==> src/maab_pkg.sv <==
package maab_pkg;
    localparam int DATA_W = 8;
    localparam int ADDR_W = 6;
    localparam int BIT_W = 3;
    localparam int HALF_BIT = 4;
    localparam logic [7:0] WORK_RST = 8'h00;
    localparam logic FLAG_RST = 1'b0;
    localparam int CYCLES_PER_OP = 1;
    // opcodes presented by the decoder
    typedef enum logic [2:0]
    {
        OP_NONE,
        OP_ADD_IMM_WITH_CARRY,
        OP_ADD_IMM,
        OP_AND_WORK_WITH_REG,
        OP_AND_IMM,
        OP_BIT_CLEAR,
        OP_BIT_SET
    } maab_op_e;
endpackage

==> src/maab_alu_if.sv <==
`timescale 1ns/1ps
`default_nettype none
// operands to and results from the combinational arithmetic unit
interface maab_alu_if;
    logic [7:0] a;
    logic [7:0] b;
    logic cin;
    logic [7:0] sum;
    logic half_carry;
    logic carry;
    modport core (output a, output b, output cin,
        input sum, input half_carry, input carry);
    modport alu (input a, input b, input cin,
        output sum, output half_carry, output carry);
endinterface
`default_nettype wire

==> src/mcu_add_and_bit_ops.sv <==
// Notes on behaviour
// - add with carry puts work plus immediate plus carry in work, sets z, half carry and carry, one cycle.
// - plain add puts work plus immediate in work without the carry, sets z, half carry and carry, one cycle.
// - register and combines work with data register 0 to 63 and touches only z, one cycle.
// - for register and, select 0 writes work and select 1 writes the data register.
// - immediate and puts work and immediate in work, touching only z, one cycle.
// - bit clear zeroes the chosen bit of the data register, nothing else changes, one cycle.
// - bit set forces the chosen bit of the data register to one, nothing else changes, one cycle.
// - carry is one on a carry out of bit 7 during addition, zero when an addition has none, and holds its value on other ops.
`timescale 1ns/1ps
`default_nettype none
module mcu_add_and_bit_ops
(
    input wire logic clk,
    input wire logic rstn,
    input wire logic op_valid,
    input wire maab_pkg::maab_op_e op,
    input wire logic [7:0] imm,
    input wire logic [5:0] reg_addr,
    input wire logic [2:0] bit_sel,
    input wire logic dest_sel,
    output logic [5:0] rf_raddr,
    input wire logic [7:0] rf_rdata,
    output logic rf_we,
    output logic [5:0] rf_waddr,
    output logic [7:0] rf_wdata,
    output logic [7:0] working_register,
    output logic zero_flag,
    output logic half_carry_flag,
    output logic carry_flag
);
    maab_alu_if alu_bus();
    logic [7:0] work_q;
    logic [7:0] work_d;
    logic work_we;
    logic z_q;
    logic z_d;
    logic dc_q;
    logic c_q;
    logic arith_we;
    logic z_we;
    logic [7:0] and_res;
    logic [7:0] bit_mask;
    logic rf_we_q;
    logic [5:0] rf_waddr_q;
    logic [7:0] rf_wdata_q;

    // one-hot mask for the selected bit position
    function automatic logic [7:0] bit_onehot(input logic [2:0] pos);
        bit_onehot = 8'h01 << pos;
    endfunction

    maab_adder u_adder
    (
        .bus(alu_bus)
    );

    // operands steer into the shared adder
    assign alu_bus.a = work_q;
    assign alu_bus.b = imm;
    assign alu_bus.cin = (op == maab_pkg::OP_ADD_IMM_WITH_CARRY) ? c_q
        : 1'b0;
    assign rf_raddr = reg_addr;
    assign and_res = work_q & ((op == maab_pkg::OP_AND_IMM) ? imm
        : rf_rdata);
    assign bit_mask = bit_onehot(bit_sel);

    // decode: which state the current operation touches
    always_comb
    begin
        work_d = work_q;
        work_we = 1'b0;
        arith_we = 1'b0;
        z_we = 1'b0;
        if (op_valid)
        begin
            unique case (op)
                maab_pkg::OP_ADD_IMM_WITH_CARRY,
                maab_pkg::OP_ADD_IMM:
                begin
                    work_d = alu_bus.sum;
                    work_we = 1'b1;
                    arith_we = 1'b1;
                    z_we = 1'b1;
                end
                maab_pkg::OP_AND_WORK_WITH_REG:
                begin
                    work_d = and_res;
                    work_we = !dest_sel;
                    z_we = 1'b1;
                end
                maab_pkg::OP_AND_IMM:
                begin
                    work_d = and_res;
                    work_we = 1'b1;
                    z_we = 1'b1;
                end
                default:
                begin
                    work_d = work_q; // bit ops leave work and flags alone
                end
            endcase
        end
    end
    assign z_d = (work_d == 8'h00) ? 1'b1 : 1'b0;

    // working register; every op retires in a single edge
    always_ff @(posedge clk or negedge rstn)
    begin
        if (!rstn)
            work_q <= maab_pkg::WORK_RST;
        else if (work_we)
            work_q <= work_d;
    end

    // zero flag, also on and results sent to the data register
    always_ff @(posedge clk or negedge rstn)
    begin
        if (!rstn)
            z_q <= maab_pkg::FLAG_RST;
        else if (z_we)
            z_q <= (and_res == 8'h00 && !arith_we) ? 1'b1
                : (arith_we ? z_d : 1'b0);
    end

    // carry and half carry change only on additions
    always_ff @(posedge clk or negedge rstn)
    begin
        if (!rstn)
        begin
            c_q <= maab_pkg::FLAG_RST;
            dc_q <= maab_pkg::FLAG_RST;
        end
        else if (arith_we)
        begin
            c_q <= alu_bus.carry;
            dc_q <= alu_bus.half_carry;
        end
    end

    // data register write-back, registered so data outputs come from flops
    always_ff @(posedge clk or negedge rstn)
    begin
        if (!rstn)
        begin
            rf_we_q <= 1'b0;
            rf_waddr_q <= 6'h00;
            rf_wdata_q <= 8'h00;
        end
        else
        begin
            rf_we_q <= 1'b0;
            rf_waddr_q <= reg_addr;
            if (op_valid && op == maab_pkg::OP_AND_WORK_WITH_REG && dest_sel)
            begin
                rf_we_q <= 1'b1;
                rf_wdata_q <= and_res;
            end
            else if (op_valid && op == maab_pkg::OP_BIT_CLEAR)
            begin
                rf_we_q <= 1'b1;
                rf_wdata_q <= rf_rdata & ~bit_mask;
            end
            else if (op_valid && op == maab_pkg::OP_BIT_SET)
            begin
                rf_we_q <= 1'b1;
                rf_wdata_q <= rf_rdata | bit_mask;
            end
        end
    end

    assign rf_we = rf_we_q;
    assign rf_waddr = rf_waddr_q;
    assign rf_wdata = rf_wdata_q;
    assign working_register = work_q;
    assign zero_flag = z_q;
    assign half_carry_flag = dc_q;
    assign carry_flag = c_q;
endmodule
`default_nettype wire

==> src/maab_adder.sv <==
`timescale 1ns/1ps
`default_nettype none
module maab_adder
(
    maab_alu_if.alu bus
);
    logic [4:0] low;
    logic [4:0] high;
    // split at the nibble so the half carry falls out for free
    always_comb
    begin
        low = {1'b0, bus.a[3:0]} + {1'b0, bus.b[3:0]} + {4'h0, bus.cin};
        high = {1'b0, bus.a[7:4]} + {1'b0, bus.b[7:4]} + {4'h0, low[4]};
    end
    assign bus.sum = {high[3:0], low[3:0]};
    assign bus.half_carry = low[4];
    assign bus.carry = high[4];
endmodule
`default_nettype wire

==> config.mk <==
export PLATFORM = sky130hd
export DESIGN_NAME = mcu_add_and_bit_ops
export DESIGN_NICKNAME = d
export VERILOG_FILES = /design/src/maab_pkg.sv /design/src/maab_alu_if.sv /design/src/mcu_add_and_bit_ops.sv /design/src/maab_adder.sv
export SDC_FILE = /design/constraint.sdc
export NUM_CORES = 1
export LEC_CHECK = 0
export BUFFER_PORTS_ARGS = -buffer_cell sky130_fd_sc_hd__buf_2
export CORE_MARGIN = 3
export CORE_UTILIZATION = 40
export DETAILED_ROUTE_END_ITERATION = 10
export GPL_TIMING_DRIVEN = 0
export PLACE_DENSITY = 0.66
export SLEW_MARGIN = 10
export SYNTH_ARGS = -nofsm -noshare
export SYNTH_HDL_FRONTEND = slang
export SYNTH_SLANG_ARGS = --single-unit
export TNS_END_PERCENT = 20
==> constraint.sdc <==
create_clock -name clk -period 3.9 [get_ports clk]
set_input_delay 0.585 -clock clk [delete_from_list [all_inputs] [get_ports clk]]
set_output_delay 0.585 -clock clk [all_outputs]
set_load 0.05 [all_outputs]
==> results of run 1 <==
## metrics by stage
| stage | std cells | TNS, ns |
|---|---|---|
| final | 313 | 0 |
| after CTS | 314 | 0 |
| after global placement | 310 | -0.1570 |
| after detailed placement | 310 | -0.1662 |
| after floorplan | 199 | 0 |
| after global routing | 313 | 0 |
## kinds of logic (layout without fill, tap and decap cells)
logic type                 after synthesis  in the layout  synth area share [%]
and+or+nand+nor                         60             60                 16.50
muxes                                   17             17                 9.611
adders and majority gates               10             10                 8.453
xor gates and xnor gates                 4              4                 1.909
AOI/OAI and AO/OA                       50             50                 19.77
buffers and inverters                   32             94                 8.315
DFF                                     26             26                 35.45
## report_power, final
| part | switching [mW] | total, mW | leakage (nW) | internal, mW |
|---|---|---|---|---|
| logic | 0.301 | 0.438 | 0.766 | 0.136 |
| clock network | 0.0919 | 0.229 | 0.0357 | 0.137 |
| registers | 0.0362 | 0.345 | 0.334 | 0.309 |
| total | 0.430 | 1.01 | 1.14 | 0.583 |
## placed cells by master, fill, tap and decap left out, types with 2 or more instances in the layout
cell type and count:
a21o_1 4, a21oi_1 7, a221o_1 4, a221oi_1 3
a22o_1 2, a22oi_1 2, and3_1 2, buf_2 64
buf_4 7, clkbuf_1 3, clkbuf_8 3, dfrtp_1 26
fa_1 4, ha_1 6, inv_1 15, mux2_2 5
mux2i_1 12, nand2_1 22, nand2b_1 2, nand3_1 12
nand3b_1 2, nor2_1 7, nor2b_1 2, nor3b_1 3
o211ai_1 6, o21ai_0 13, o22ai_1 5, xnor2_1 3
## worst min-delay path by stage
stage	end	slack [ns]
6_report	rf_wdata[4]	0.30
5_1_grt	rf_wdata[2]	0.35
4_1_cts	rf_wdata[2]	0.33
3_5_place_dp	zero_flag	0.48
3_3_place_gp	zero_flag	0.48
2_1_floorplan	carry_flag	0.29
## sequential cells by signal, summed over array words and instances, names as in the netlist
| register | count |
|---|---|
| rf_waddr | 6 |
| rf_we | 1 |
| half_carry_flag | 1 |
| rf_wdata | 8 |
| working_register | 8 |
| carry_flag | 1 |
| zero_flag | 1 |
## layout make-up
class | count | share of cell area [%]
sequential | 26 | 28.75
inverter | 15 | 2.488
buffer | 16 | 4.091
multi-input combinational | 141 | 45.61
timing repair buffer | 59 | 13.05
tap | 52 | 2.875
clock buffer | 3 | 1.824
clock inverter | 1 | 1.327
## layer usage
layer / routed length, um / global-route usage, %
met5: 0 / 0
met4: 47 / 6.237
met3: 268 / 2.599
met2: 2366 / 28.54
met1: 2098 / 24.89
==> flow_metrics.py, run 1 <==
metrics = {
    "status": {
        "status": "finished clean",
    },
    "worst_setup_path": {
        "cp-end-kind": "flip-flop",
        "reg2reg_from": "carry_flag",
        "r2r_setup_slack_ns": 0.58,
        "reg2regPathDepth": 12,
        "crit_buf_inv": 4,
        "setup.worst_path.start": "op[1]",
        "crit_required_ns": 4.11,
        "path_class": "in2reg",
        "crit_family": "adder cells",
        "critPathLaunchType": "input port",
        "arrival_ns": 3.87,
        "critical-path-slowest-cell": "or4_4",
        "worstSetupEndpoint": "zero_flag",
        "path_max_fanout": 10,
        "cpPeakStageDelay_ns": 0.55,
        "r2r_end": "zero_flag",
        "path_cells": "buf_2, buf_2, inv_1, nand4_1, fa_1, fa_1, nor2b_1, o21ai_0, nand2b_1, fa_1, inv_1, fa_1, xnor2_1, or4_4, o211ai_2",
        "crit_top_cell": "fa_1",
        "cp_num_cells": 15,
    },
    "yosys": {
        "async_reset_ff_share_pct": 100.0,
        "synth_common_cells": "dfrtp_1, nand2_1, inv_1",
        "synth-seq-cells": 26,
        "syn-mean-instance-area_sq_um": 9.224,
        "ys_seq_area_share_pct": 35.45,
        "netlist.area_leader.share_pct": 35.45,
        "synth_cell_type_count": 41,
        "synth_nets": 241,
        "synth_most_common_cell": "dfrtp_1",
        "postSynthCellCount": 199,
        "syn_area_sq_um": 1836,
        "ys_warn_count": 0,
        "synthFlopType": "dfrtp_1",
        "synth_edf_count": 0,
        "yosys-top-cells-area": "dfrtp_1, mux2i_1, nand2_1",
        "yosys.area.top_type": "dfrtp_1",
    },
    "run": {
        "maxCapViolations": 0,
    },
    "layout": {
        "utilization_pct": 51.63,
        "postLayoutCellArea_sq_um": 2263,
        "antenna_cells": 0,
        "ff_latch_area_sq_um": 650.6,
        "nFillCells": 439,
        "nets": 304,
        "areaGrowthSynthToFinish_pct": 23.31,
        "multi_input_area_sq_um": 1032,
        "drive_above_1_share_pct": 32.57,
    },
    "sta": {
        "hold_violations": 0,
        "worst_slack_ns": 0.2371,
        "post-route-period-util_pct": 93.92,
        "rsz0062_at_grt": "no",
        "finalCriticalPeriod_ns": 3.663,
        "report.final.slew_viol_count": 0,
        "setup_viol": 0,
        "max_freq_mhz": 273.0,
        "holdWs_ns": 0.3038,
        "max_slew.worst_pin.slew_ns": 0.7503,
        "clock_skew_ns": 0.004109,
        "maxSlewHeadroom_pct": 49.76,
    },
    "pwr": {
        "powerDensity_nw_per_um2": 447.3,
        "finalPower_mw": 1.012,
        "leakagePower_nw": 1.136,
        "ir_worst_vdd_v": 0.0002201,
    },
    "cts": {
        "clk_pin_slew_ns": 0.10,
        "cts_root_buf": "clkbuf_8",
        "htreeDepth": 1,
        "cts_buffers": 3,
        "clock_latency_ns": 0.28,
        "tritoncts": "done",
        "holdBufCountCts": 0,
        "cts_resized": 0,
        "ctsLongestPathBuffers": 2,
        "cts_sinks": 26,
        "post_cts_buffers": 0,
    },
    "global_routing": {
        "grt_pass1_wl_um": 7776,
        "grt_use_total_pct": 18.01,
        "grt_start_max_net_pins": 27,
        "globalRouteOverflowTotal": 0,
        "first_global_vias": 1641,
        "antenna_found_initial": 0,
    },
    "floorplan": {
        "die_w_um": 73.74,
        "pin_count": 64,
        "dieArea_sq_um": 5438,
        "start_util_pct": 41.87,
        "rows": 24,
        "die_h_um": 73.74,
        "design.core.area_sq_um": 4384,
    },
    "drt": {
        "drt.antenna.violating_nets": 0,
        "first_iter_violations": 82,
        "vias": 1699,
        "routed_wl_um": 4781,
        "wl_per_cell_um": 15.27,
        "viasPerCell": 5.428,
        "drc_errors": 0,
        "dr.pass1.iters": 4,
    },
    "hold_path": {
        "hp-class": "in2async",
    },
    "place": {
        "dpl.hpwl_um": 3787,
        "portBuffers": 59,
        "gp_congestion": 0.8898,
        "dp_slack_ns": -0.1549,
        "placed_area_sq_um": 2196,
    },
}
Note: power is estimated with default switching activity, not from simulation.
==> run 2: changes to the inputs <==
--- a/config.mk
+++ b/config.mk
@@ -5,7 +5,7 @@
 export SDC_FILE = /design/constraint.sdc
 export NUM_CORES = 1
 export LEC_CHECK = 0
-export BUFFER_PORTS_ARGS = -buffer_cell sky130_fd_sc_hd__buf_2
+export BUFFER_PORTS_ARGS = -buffer_cell sky130_fd_sc_hd__clkbuf_2
 export CORE_MARGIN = 3
 export CORE_UTILIZATION = 40
 export DETAILED_ROUTE_END_ITERATION = 10
==> run 2 against run 1 <==
Against the previous run: maximum frequency is 0.22% higher; die area unchanged; core utilization fell by 0.68 points; total power is 7.7% lower; critical path depth unchanged; clock skew is 0.0014 ns higher; first-iteration DRC count up 33%; sequential power about the same; clock power fell by 34%; hold slack better by 0.035 ns; cell area down 1.3%; wire length shrank 1.0%; largest cell class unchanged.
==> flow_metrics.py, run 2 (synthesis results as in run 1) <==
metrics = {
    "worst_setup_path": {
        "crit_required_ns": 4.09,
        "crit_top_cell": "fa_1",
        "r2r_setup_slack_ns": 0.57,
        "critPathLaunchType": "input port",
        "path_cells": "clkbuf_2, buf_2, inv_1, nand4_1, fa_1, fa_1, nor2b_1, o21ai_0, nand2b_1, fa_1, inv_1, fa_1, xnor2_1, or4_4, o211ai_2",
        "cpPeakStageDelay_ns": 0.55,
        "critical-path-slowest-cell": "or4_4",
        "cp-end-kind": "flip-flop",
        "path_class": "in2reg",
        "path_max_fanout": 10,
        "arrival_ns": 3.85,
    },
    "layout": {
        "nets": 304,
        "areaGrowthSynthToFinish_pct": 21.68,
        "layout_commonest_cell": "clkbuf_2",
        "utilization_pct": 50.94,
        "final_cell_mix": "clkbuf_2, dfrtp_1, nand2_1, inv_1, o21ai_0",
        "stdcell_count": 312,
        "drive_above_1_share_pct": 32.31,
        "postLayoutCellArea_sq_um": 2233,
        "antenna_cells": 0,
    },
    "place": {
        "gp_congestion": 0.8826,
        "dp_slack_ns": -0.1863,
        "portBuffers": 59,
        "dpl.hpwl_um": 3738,
        "placed_area_sq_um": 2196,
        "placedCellCount": 310,
    },
    "pwr": {
        "finalPower_uw": 934.2,
        "pwr-share-comb_pct": 46.7,
        "p_seq_share_pct": 37.0,
        "clkPwrFrac_pct": 16.3,
        "powerDensity_nw_per_um2": 418.3,
        "swShare_pct": 45.09,
        "ir_worst_vdd_v": 0.0002766,
        "power_switching_uw": 421.3,
        "intPower_uw": 512.9,
        "leakagePower_nw": 1.120,
    },
    "sta": {
        "max_slew.worst_pin.slew_ns": 0.7467,
        "hold_violations": 0,
        "holdWs_ns": 0.3387,
        "rsz0062_at_grt": "no",
        "report.final.slew_viol_count": 0,
        "setup_viol": 0,
        "post-route-period-util_pct": 93.71,
        "finalCriticalPeriod_ns": 3.655,
        "max_freq_mhz": 273.6,
        "clock_skew_ns": 0.005516,
        "maxSlewHeadroom_pct": 50.00,
        "worst_slack_ns": 0.2452,
        "fin_setup_tns_ns": 0,
    },
    "global_routing": {
        "grt_use_total_pct": 18.21,
        "grt_start_max_net_pins": 27,
        "antenna_found_initial": 0,
        "globalRouteOverflowTotal": 0,
        "first_global_vias": 1626,
        "grt_pass1_wl_um": 7866,
    },
    "cts": {
        "htreeDepth": 1,
        "clock_latency_ns": 0.27,
        "clk_pin_slew_ns": 0.09,
        "cts_buffers": 3,
        "cts_root_buf": "clkbuf_8",
        "cts_sinks": 26,
        "ctsLongestPathBuffers": 2,
        "tritoncts": "done",
        "post_cts_buffers": 0,
    },
    "floorplan": {
        "die_w_um": 73.74,
        "rows": 24,
        "dieArea_sq_um": 5438,
        "pin_count": 64,
        "design.core.area_sq_um": 4384,
        "start_util_pct": 41.87,
        "die_h_um": 73.74,
    },
    "status": {
        "status": "finished clean",
    },
    "drt": {
        "wl_per_cell_um": 15.17,
        "vias": 1687,
        "routed_wl_um": 4732,
        "first_iter_violations": 109,
        "drt.antenna.violating_nets": 0,
        "drc_errors": 0,
        "dr.pass1.iters": 4,
        "viasPerCell": 5.407,
    },
    "run": {
        "maxCapViolations": 0,
    },
    "hold_path": {
        "hp-class": "in2async",
    },
}
## run 2: power groups by stage
stage          Combinational (mW)  Sequential [mW]  Clock, mW
3_3_place_gp                0.435            0.351          0
6_report                    0.436            0.346      0.152
3_5_place_dp                0.439            0.351          0
4_1_cts                     0.440            0.346      0.160
2_1_floorplan               0.187            0.486          0
5_1_grt                     0.479            0.352      0.167
## run 2: routing by layer
metal,global-route usage (%),vias up,share of wire (%)
li1,-,832,-
met1,25.76,797,45
met2,28.94,54,49
met3,3.557,4,5.6
met4,3.421,0,1.0
met5,0,-,0
## run 2: critical path, delay by kind of cell
family	cells	cell delay, ns
AO/OA/AOI/OAI	2	0.23
XOR/XNOR	1	0.19
adder cells (fa/ha/maj)	4	1.44
buffers and inverters	4	0.44
AND/OR/NAND/NOR	4	0.95
## run 2: path summary, 6_finish.rpt
path / startpoint / to / depth (start not counted)
setup / recovery: op[1] / zero_flag / 15
hold / removal: rstn / rf_waddr[2] / 1
setup reg to reg: carry_flag / zero_flag / 12
hold reg to reg: rf_wdata[6] / rf_wdata[6] / 2
max in group asynchronous: rstn / zero_flag / 1
min in group clk: reg_addr[2] / rf_waddr[2] / 1
## run 2: area by class of cell
| class | count | area, sq um |
|---|---|---|
| Inverter | 15 | 56.30 |
| Timing Repair Buffer | 59 | 295.3 |
| Sequential cell | 26 | 650.6 |
| Buffer | 16 | 92.59 |
| Tap cell | 52 | 65.06 |
| Multi-Input combinational cell | 141 | 1032 |
| Clock buffer | 3 | 41.29 |
| Fill cell | 435 | 2151 |
## run 2: repair_timing
item	4_1_cts	5_1_grt
gates resized for setup	0	0
endpoints found under the setup margin	0	2
hold buffers	0	0
==> run 3: changes to the inputs <==
--- a/config.mk
+++ b/config.mk
@@ -11,6 +11,7 @@
 export DETAILED_ROUTE_END_ITERATION = 10
 export GPL_TIMING_DRIVEN = 0
 export PLACE_DENSITY = 0.66
+export REMOVE_ABC_BUFFERS = 1
 export SLEW_MARGIN = 10
 export SYNTH_ARGS = -nofsm -noshare
 export SYNTH_HDL_FRONTEND = slang
==> run 3 against run 2 <==
Against the previous run: cell count down 3.2%; cell area down 1.2%; maximum frequency increased by 0.57%; critical endpoint unchanged; largest cell class unchanged.
==> flow_metrics.py, run 3 (synthesis results as in run 1) <==
metrics = {
    "cts": {
        "clk_pin_slew_ns": 0.10,
        "tritoncts": "done",
        "holdBufCountCts": 0,
        "cts_buffers": 3,
        "cts_root_buf": "clkbuf_8",
        "clock_latency_ns": 0.28,
        "post_cts_buffers": 0,
        "cts_sinks": 26,
        "htreeDepth": 1,
        "cts_resized": 0,
        "ctsLongestPathBuffers": 2,
    },
    "floorplan": {
        "pin_count": 64,
        "die_h_um": 73.74,
        "die_w_um": 73.74,
        "design.core.area_sq_um": 4384,
        "dieArea_sq_um": 5438,
        "start_util_pct": 41.87,
        "rows": 24,
    },
    "layout": {
        "nFillCells": 438,
        "drive_above_1_share_pct": 31.60,
        "stdcell_count": 302,
        "areaGrowthSynthToFinish_pct": 20.25,
        "layout_commonest_cell": "clkbuf_2",
        "utilization_pct": 50.34,
        "antenna_cells": 0,
        "final_cell_mix": "clkbuf_2, dfrtp_1, nand2_1, inv_1, o21ai_0",
        "ff_latch_area_sq_um": 650.6,
        "nets": 293,
        "multi_input_area_sq_um": 1037,
    },
    "place": {
        "gp_congestion": 0.9119,
        "portBuffers": 63,
        "placedCellCount": 298,
        "dp_slack_ns": -0.00003819,
        "dpl.hpwl_um": 3759,
    },
    "sta": {
        "max_freq_mhz": 275.2,
        "maxSlewHeadroom_pct": 53.16,
        "post-route-period-util_pct": 93.18,
        "max_slew.worst_pin.slew_ns": 0.6996,
        "finalCriticalPeriod_ns": 3.634,
        "hold_violations": 0,
        "setup_viol": 0,
        "clock_skew_ns": 0.005555,
        "worst_slack_ns": 0.2660,
        "report.final.slew_viol_count": 0,
        "rsz0062_at_grt": "no",
    },
    "hold_path": {
        "hp-class": "in2async",
    },
    "worst_setup_path": {
        "arrival_ns": 3.84,
        "cp-end-kind": "flip-flop",
        "path_max_fanout": 11,
        "critPathLaunchType": "input port",
        "setup.worst_path.start": "op[1]",
        "crit_required_ns": 4.11,
        "reg2reg_from": "carry_flag",
        "path_class": "in2reg",
    },
    "drt": {
        "drc_errors": 0,
        "wl_per_cell_um": 15.76,
        "viasPerCell": 5.470,
        "dr.pass1.iters": 4,
        "vias": 1652,
        "routed_wl_um": 4759,
        "first_iter_violations": 112,
        "drt.antenna.violating_nets": 0,
    },
    "global_routing": {
        "grt_pass1_wl_um": 7914,
        "grt_use_total_pct": 18.67,
        "first_global_vias": 1585,
        "globalRouteOverflowTotal": 0,
        "antenna_found_initial": 0,
        "grt_start_max_net_pins": 27,
    },
    "run": {
        "maxCapViolations": 0,
    },
    "pwr": {
        "ir_worst_vdd_v": 0.0002891,
        "p_seq_share_pct": 34.2,
        "power_switching_uw": 433.5,
        "intPower_uw": 578.0,
        "swShare_pct": 42.86,
        "clkPwrFrac_pct": 22.6,
        "powerDensity_nw_per_um2": 458.3,
        "pwr-share-comb_pct": 43.2,
        "leakagePower_nw": 1.099,
    },
    "status": {
        "status": "finished clean",
    },
}
-- run 3: cell types whose count changed in the layout (fill, tap and decap cells not counted), sizes merged --
cell and delta:
buf -12, bufinv +1, clkbuf +1
-- run 3: path summary, 6_finish.rpt --
check | slack, ns | end | cells after the start
worst max-delay path | 0.27 | zero_flag | 14
worst min-delay path | 0.32 | rf_waddr[4] | 1
worst max register to register | 0.50 | zero_flag | 12
worst min register to register | 0.50 | rf_wdata[5] | 2
max in group asynchronous | 3.14 | rf_wdata[4] | 1
min in group clk | 0.42 | rf_waddr[4] | 1
-- run 3: layout make-up --
class | count | area share, %
Inverter | 15 | 2.551
Multi-Input combinational cell | 141 | 47.00
Sequential cell | 26 | 29.48
Clock buffer | 3 | 1.871
Timing Repair Buffer | 64 | 14.80
Clock inverter | 1 | 1.361
Tap cell | 52 | 2.948
-- run 3: per-layer routing --
metal	track usage [%]	wire, um	vias up
li1	-	-	810
met1	26.19	2140	781
met2	30.02	2300	57
met3	3.283	262	4
met4	4.024	55	0
met5	0	0	-
-- run 3: per-stage QoR --
step	instance area, sq um	power (mW)	setup TNS (ns)	hold slack [ns]
finish	2207	1.012	0	0.3224
floorplan	1739	0.6484	0	0.2894
global route	2207	1.070	0	0.3716
CTS	2207	1.019	0	0.3485
global placement	2120	0.7813	0	0.4865
detailed placement	2136	0.7865	-0.00003819	0.4857
-- run 3: power groups by stage --
stage / clock (mW) / combinational, mW / sequential [mW]
final: 0.229 / 0.437 / 0.346
after global routing: 0.245 / 0.474 / 0.351
after CTS: 0.236 / 0.438 / 0.345
after detailed placement: 0 / 0.436 / 0.351
after global placement: 0 / 0.431 / 0.351
after floorplan: 0 / 0.162 / 0.486
-- run 3: worst max-delay path, stage by stage --
cell      delay (ns)
clkbuf_2        0.17
inv_1           0.17
nand4_1         0.17
fa_1            0.45
fa_1            0.42
nor2b_1         0.12
o21ai_0         0.08
nand2b_1        0.14
fa_1            0.22
inv_1           0.06
fa_1            0.39
xnor2_1         0.17
or4_4           0.55
o211ai_2        0.14
